`src/common/dac_pkg.sv`:
```
// Constants and types shared by the converter control ends.
// Functional notes
// - Mode 00 idles both, 01 idles Q.
// - Mode 10 in phase, 11 Q shifted.
// - Delayed mode holds Q half period.
// - Mode pins are asynchronous to clocks.
// - Standby channel holds its last word.
// - Twenty cycles invalid after standby exit.
// - Twenty cycles invalid after power up.
// - Clock source must exceed one MSPS.
// - Clock duty cycle fifty percent, five.
// - Delayed mode realigns inverted clock channels.
// - Word appears six cycles after sample; the code takes seven.
// - Output word is offset binary coded.
package dac_pkg;
  localparam int unsigned DAC_DATA_W     = 10;
  localparam int unsigned DAC_LATENCY    = 6;
  localparam int unsigned DAC_RECOVER    = 20;
  localparam int unsigned DAC_FIFO_DEPTH = 8;
  localparam int unsigned DAC_CNT_W      = 5;
  localparam logic [DAC_CNT_W-1:0] DAC_RECOVER_CNT = 5'h14;
  localparam logic [DAC_DATA_W-1:0] DAC_MID_CODE  = 10'h200;

  typedef logic [DAC_DATA_W-1:0] dac_word_t;

  typedef enum logic [1:0] {
    DAC_MODE_ALL_IDLE = 2'h0,
    DAC_MODE_Q_IDLE   = 2'h1,
    DAC_MODE_PHASE    = 2'h2,
    DAC_MODE_DELAY    = 2'h3
  } dac_mode_t;

  typedef enum logic [2:0] {
    DAC_ST_IDLE  = 3'h1,
    DAC_ST_WARM  = 3'h2,
    DAC_ST_VALID = 3'h4
  } dac_state_t;

  // Two's complement sample to offset binary by flipping the sign bit.
  function automatic dac_word_t dac_offset_bin(input dac_word_t s);
    dac_offset_bin = {~s[DAC_DATA_W-1], s[DAC_DATA_W-2:0]};
  endfunction : dac_offset_bin
endpackage : dac_pkg

```
`src/common/dac_link_if.sv`:
```
// Parallel data link between converter end and capturing end.
`timescale 1ns/1ps
`default_nettype none
interface dac_link_if;
  import dac_pkg::*;
  dac_word_t i_data;
  dac_word_t q_data;
  logic      i_valid;
  logic      q_valid;
  modport conv (output i_data, output q_data, output i_valid,
                output q_valid);
  modport cap  (input i_data, input q_data, input i_valid,
                input q_valid);
endinterface : dac_link_if
`default_nettype wire

```
`src/hdl/dac_conv_end.sv`:
```
// Converter end: mode pins, latency pipe, standby hold and warm-up.
`timescale 1ns/1ps
`default_nettype none
module dac_conv_end
  import dac_pkg::*;
(
  input  wire logic      clk_in,
  input  wire logic      rst_n_in,
  input  wire logic      ce_in,
  input  wire logic      mode_select_first_in,
  input  wire logic      mode_select_second_in,
  input  wire dac_word_t i_sample_in,
  input  wire dac_word_t q_sample_in,
  output logic           i_running_out,
  output logic           q_running_out,
  dac_link_if.conv       link
);
  // ------------------------------------------------------------
  // Mode pin synchronisers
  // ------------------------------------------------------------
  // Three stage sync.
  logic [2:0] msf_sync_q;
  logic [2:0] mss_sync_q;
  logic [1:0] mode_q;
  always_ff @(posedge clk_in or negedge rst_n_in) begin
    if (!rst_n_in) begin
      msf_sync_q <= '0;
      mss_sync_q <= '0;
      mode_q     <= DAC_MODE_ALL_IDLE;
    end else if (ce_in) begin
      msf_sync_q <= {msf_sync_q[1:0], mode_select_first_in};
      mss_sync_q <= {mss_sync_q[1:0], mode_select_second_in};
      // A change is accepted only when stages two and three agree.
      if (msf_sync_q[2] == msf_sync_q[1]) mode_q[1] <= msf_sync_q[2];
      if (mss_sync_q[2] == mss_sync_q[1]) mode_q[0] <= mss_sync_q[2];
    end
  end

  // ------------------------------------------------------------
  // Mode decode
  // ------------------------------------------------------------
  // Channel run decode.
  wire i_run   = (mode_q != DAC_MODE_ALL_IDLE);
  wire q_run   = mode_q[1];
  wire q_delay = (mode_q == DAC_MODE_DELAY);

  // ------------------------------------------------------------
  // Latency pipeline
  // ------------------------------------------------------------
  dac_word_t i_pipe_q [DAC_LATENCY];
  dac_word_t q_pipe_q [DAC_LATENCY];
  genvar g;
  generate
    for (g = 0; g < DAC_LATENCY; g++) begin : g_pipe
      always_ff @(posedge clk_in or negedge rst_n_in) begin
        if (!rst_n_in) begin
          i_pipe_q[g] <= DAC_MID_CODE;
          q_pipe_q[g] <= DAC_MID_CODE;
        end else if (ce_in) begin
          if (i_run) i_pipe_q[g] <= (g == 0) ?
            dac_offset_bin(i_sample_in) : i_pipe_q[g-((g>0)?1:0)];
          if (q_run) q_pipe_q[g] <= (g == 0) ?
            dac_offset_bin(q_sample_in) : q_pipe_q[g-((g>0)?1:0)];
        end
      end
    end
  endgenerate
  wire dac_word_t i_tail = i_pipe_q[DAC_LATENCY-1];
  wire dac_word_t q_tail = q_pipe_q[DAC_LATENCY-1];

  // ------------------------------------------------------------
  // Half period delay of the Q word
  // ------------------------------------------------------------
  // Falling edge retime.
  // This is the only negedge flop; it gives the half period shift and
  // lets a Q end on an inverted clock line up with the I word.
  dac_word_t q_out_q;
  dac_word_t q_half_q;
  always_ff @(negedge clk_in or negedge rst_n_in) begin
    if (!rst_n_in) q_half_q <= DAC_MID_CODE;
    else if (ce_in && q_run) q_half_q <= q_out_q;
  end

  // ------------------------------------------------------------
  // Warm-up counters
  // ------------------------------------------------------------
  // Twenty cycle invalid window.
  logic [DAC_CNT_W-1:0] i_cnt_q;
  logic [DAC_CNT_W-1:0] q_cnt_q;
  always_ff @(posedge clk_in or negedge rst_n_in) begin
    if (!rst_n_in) begin
      i_cnt_q <= '0;
      q_cnt_q <= '0;
    end else if (ce_in) begin
      if (!i_run) i_cnt_q <= '0;
      else if (i_cnt_q != DAC_RECOVER_CNT) i_cnt_q <= i_cnt_q + 1'b1;
      if (!q_run) q_cnt_q <= '0;
      else if (q_cnt_q != DAC_RECOVER_CNT) q_cnt_q <= q_cnt_q + 1'b1;
    end
  end

  // ------------------------------------------------------------
  // Output registers
  // ------------------------------------------------------------
  always_ff @(posedge clk_in or negedge rst_n_in) begin
    if (!rst_n_in) begin
      link.i_data  <= DAC_MID_CODE;
      q_out_q      <= DAC_MID_CODE;
      link.i_valid <= 1'b0;
      link.q_valid <= 1'b0;
    end else if (ce_in) begin
      if (i_run) link.i_data <= i_tail;
      if (q_run) q_out_q <= q_tail;
      link.i_valid <= i_run & (i_cnt_q == DAC_RECOVER_CNT);
      link.q_valid <= q_run & (q_cnt_q == DAC_RECOVER_CNT);
    end
  end

  // Delayed Q word leaves on the falling edge.
  assign link.q_data   = q_delay ? q_half_q : q_out_q;
  assign i_running_out = i_run;
  assign q_running_out = q_run;
endmodule : dac_conv_end
`default_nettype wire

```
`src/flat_wrapper.sv`:
```
// flat-port wrapper written by rule: the top's interface ports become plain ports
module dac_conv_end_flat import dac_pkg::*;
  (clk_in, rst_n_in, ce_in, mode_select_first_in, mode_select_second_in, i_sample_in, q_sample_in, i_running_out, q_running_out, link_i_data, link_q_data, link_i_valid, link_q_valid);
  dac_link_if link_i ();
  input  wire logic clk_in;
  input  wire logic rst_n_in;
  input  wire logic ce_in;
  input  wire logic mode_select_first_in;
  input  wire logic mode_select_second_in;
  input  wire dac_word_t i_sample_in;
  input  wire dac_word_t q_sample_in;
  output logic i_running_out;
  output logic q_running_out;
  output wire logic [$bits(link_i.i_data)-1:0] link_i_data;
  output wire logic [$bits(link_i.q_data)-1:0] link_q_data;
  output wire logic [$bits(link_i.i_valid)-1:0] link_i_valid;
  output wire logic [$bits(link_i.q_valid)-1:0] link_q_valid;
  assign link_i_data = link_i.i_data;
  assign link_q_data = link_i.q_data;
  assign link_i_valid = link_i.i_valid;
  assign link_q_valid = link_i.q_valid;
  dac_conv_end u_core (.clk_in(clk_in), .rst_n_in(rst_n_in), .ce_in(ce_in), .mode_select_first_in(mode_select_first_in), .mode_select_second_in(mode_select_second_in), .i_sample_in(i_sample_in), .q_sample_in(q_sample_in), .i_running_out(i_running_out), .q_running_out(q_running_out), .link(link_i));
endmodule
```
`config.mk`:
```
export PLATFORM = sky130hd
export DESIGN_NAME = dac_conv_end_flat
export DESIGN_NICKNAME = d
export VERILOG_FILES = /design/src/common/dac_pkg.sv /design/src/common/dac_link_if.sv /design/src/hdl/dac_conv_end.sv /design/src/flat_wrapper.sv
export SDC_FILE = /design/constraint.sdc
export NUM_CORES = 1
export LEC_CHECK = 0
export BUFFER_PORTS_ARGS = -buffer_cell sky130_fd_sc_hd__buf_2
export CORE_MARGIN = 2
export CORE_UTILIZATION = 30
export CTS_CLUSTER_SIZE = 12
export DETAILED_ROUTE_END_ITERATION = 7
export PLACE_DENSITY = 0.51
export SYNTH_ARGS = -nofsm -noshare
export SYNTH_HDL_FRONTEND = slang
export SYNTH_SLANG_ARGS = --single-unit
```
`constraint.sdc`:
```
create_clock -name clk_in -period 1.9 [get_ports clk_in]
set_input_delay 0.19 -clock clk_in [delete_from_list [all_inputs] [get_ports clk_in]]
set_output_delay 0.19 -clock clk_in [all_outputs]
set_load 0.05 [all_outputs]
```
==> metrics.csv <==
metric,value,unit
syn-num-nets,444,
clkLatencyLatePin,0.44,ns
slowest_stage,dfstp_2,
fin_nets,545,
ys_types,27,
final_util,38.6,%
grt_overflow_total,0,
drive_gt1_share,56.3,%
path_max_fanout,2,
failed_checks,setup timing,
slew_viol_final,0,
area_growth,26.2,%
critical_path_required,1.71,ns
crit_chain,"mux2_4, buf_8",
grt_max_degree,87,
cts-buffers-inserted,17,
numClockSinks,170,
path_clk_slew,0.06,ns
use_met1,13.5,%
viasPerCell,4.37,
die_h,153,um
use_met2,16.0,%
dpl.hpwl,7040,um
hp-class,primary input to flop,
initial_core_util,30.6,%
min_path_cells,2,
netlist_top_cells_area,"dfrtp_1 55%, mux2_2 28%, dfstp_2 5.9%",
critPathMaxStageDelay,0.52,ns
io_buffers,48,
regToRegStartpoint,u_core.mode_q[1]$_DFFE_PN0P_,
design_area,8420,um2
ant_nets,0,
critPathLaunchType,flop,
ys_seq_area_share,64.0,%
die_w,153,um
synth_commonest_cells,"168 x mux2_2, 146 x dfrtp_1, 15 x dfstp_2",
place_ws,-0.163,ns
grt_pass1_vias,3782,
place_congestion,0.661,
arrival,2.20,ns
rsz0062_at_grt,true,
grt.met3_usage,3.01,%
root_buffer,clkbuf_16,
rows,54,
maxCapViolations,0,
drt_iter0_drc,139,
tightest_slew,0.584,ns
critPathKind,flop to output pin,
postSynthAreaPerCell,16.1,um2
setup_viol,20,
max_slew_margin,61.0,%
cts_max_level,4,
synth_flop_cell,dfrtp_1,
grt_use_total,10.2,%
status,"complete, but fails checks",
netlist_instances,415,
via_count,3533,
synth_top_area_share,54.7,%
hold_viol_final,0,
regToRegSetupSlack,-0.13,ns
netlist_area,6680,um2
synth_top_area_cell,dfrtp_1,
skew,0.0252,ns
ir_drop,516,uV
wl_per_cell,13.6,um
synth_most_common_cell,mux2_2,
worstSetupStartpoint,u_core.q_half_q[9]$_DFFE_NN1P_,
dieArea,23500,um2
cts_tree,built,
diodes,0,
drt-pass1-iter-count,4,
fp.coreArea,21800,um2
grt_antenna_before_repair,0,
endpoint_kind,output pin,
synth_edf_count,0,
grt_pass1_wl,19400,um
cts.path.max_buffers,2,
dpl-instance-area,7410,um2
ys_ff_latch,170,
ioPinCount,49,
p_per_area,1620,nW/um2
cp-endpoint,link_q_data[9],
busiest_layer,met2,
routed_wl,11000,um
r2r_end,u_core.q_half_q[8]$_DFFE_NN0P_,
yosys_warnings,0,
async_reset_ff_share,100,%
worstRegToRegCells,2,
remaining_drc_errors,0,
power.leakage,3.89,nW
postLayoutSetupSlackWorst,-0.487,ns
## registers in the layout, indices dropped and copies added (netlist names), 3 cells and up
register            count
u_core.msf_sync_q       3
u_core.q_pipe_q        50
u_core.q_half_q        10
u_core.mss_sync_q       3
u_core.link.i_data     10
u_core.q_cnt_q          5
u_core.i_cnt_q          5
u_core.i_pipe_q        50
u_core.i_tail          10
u_core.q_out_q         10
u_core.q_tail          10
## cell families after synthesis
family	synth area share [%]
AO/OA/AOI/OAI	1.99
XOR/XNOR	0.131
adder cells (fa/ha/maj)	0.750
buffers and inverters	2.53
flip-flops	64.0
multiplexers	28.8
AND/OR/NAND/NOR	1.80
## per-layer routing
layer | routed length [um] | vias up
met5 | 0 | -
met4 | 147 | 0
met3 | 298 | 10
met2 | 5260 | 39
met1 | 5330 | 1800
li1 | - | 1684
## cells in the final DEF (no fill, tap or decap), types with 9 or more instances in the layout
cell type      Yosys  layout
dfrtp_1          146     145
buf_2              9      37
buf_4              1      26
mux2_4             0      14
mux2_2           168     154
dfrtn_1            9       9
dfstp_2           15      15
clkbuf_16          0      17
dlygate4sd3_1      0      20
## stage by stage
| stage | std cells | total power, mW | TNS (ns) | hold WS, ns |
|---|---|---|---|---|
| after floorplan | 415 | 8.83 | -4.56 | -0.106 |
| after global placement | 746 | 9.59 | -1.69 | 0.0832 |
| after detailed placement | 746 | 9.81 | -1.86 | 0.0885 |
| after CTS | 804 | 13.8 | -5.54 | 0.0185 |
| after global routing | 809 | 14.5 | -6.04 | 0.0140 |
| final | 809 | 13.7 | -5.27 | 0.0299 |
## layout make-up
cell class                 count  area, um2
fill                        2053      13400
multi-input combinational    221       2320
tap                          280        350
clock inverter                15        209
timing repair buffer          99        820
inverter                       6       22.5
clock buffer                  18        429
sequential                   170       4270
## worst max-delay path, delay by kind of cell (launching register included)
family                 cells  cell delay [ns]
buffers and inverters      1             0.14
DFF                        1             0.52
muxes                      1             0.15
## worst min path at each step
stage | from | endpoint
floorplan | rst_n_in | u_core.i_cnt_q[0]$_DFFE_PN0P_
global placement | rst_n_in | u_core.q_pipe_q[31]$_DFFE_PN0P_
detailed placement | rst_n_in | u_core.q_pipe_q[31]$_DFFE_PN0P_
CTS | q_sample_in[4] | u_core.q_pipe_q[54]$_DFFE_PN0P_
global route | q_sample_in[4] | u_core.q_pipe_q[54]$_DFFE_PN0P_
finish | q_sample_in[4] | u_core.q_pipe_q[54]$_DFFE_PN0P_
## report_power, final
part           switching [mW]  internal [mW]
logic                    1.68           2.15
clock network            1.48           2.24
registers               0.805           5.32
## repair_timing
action,in CTS,in global routing
setup buffers,5,5
endpoints found under the hold margin,53,0
gates resized for setup,27,0
setup endpoints to repair,20,20
cloned,1,0
hold buffers,20,0
pin swaps,1,0
No activity file was read; power rests on OpenSTA's default activity.
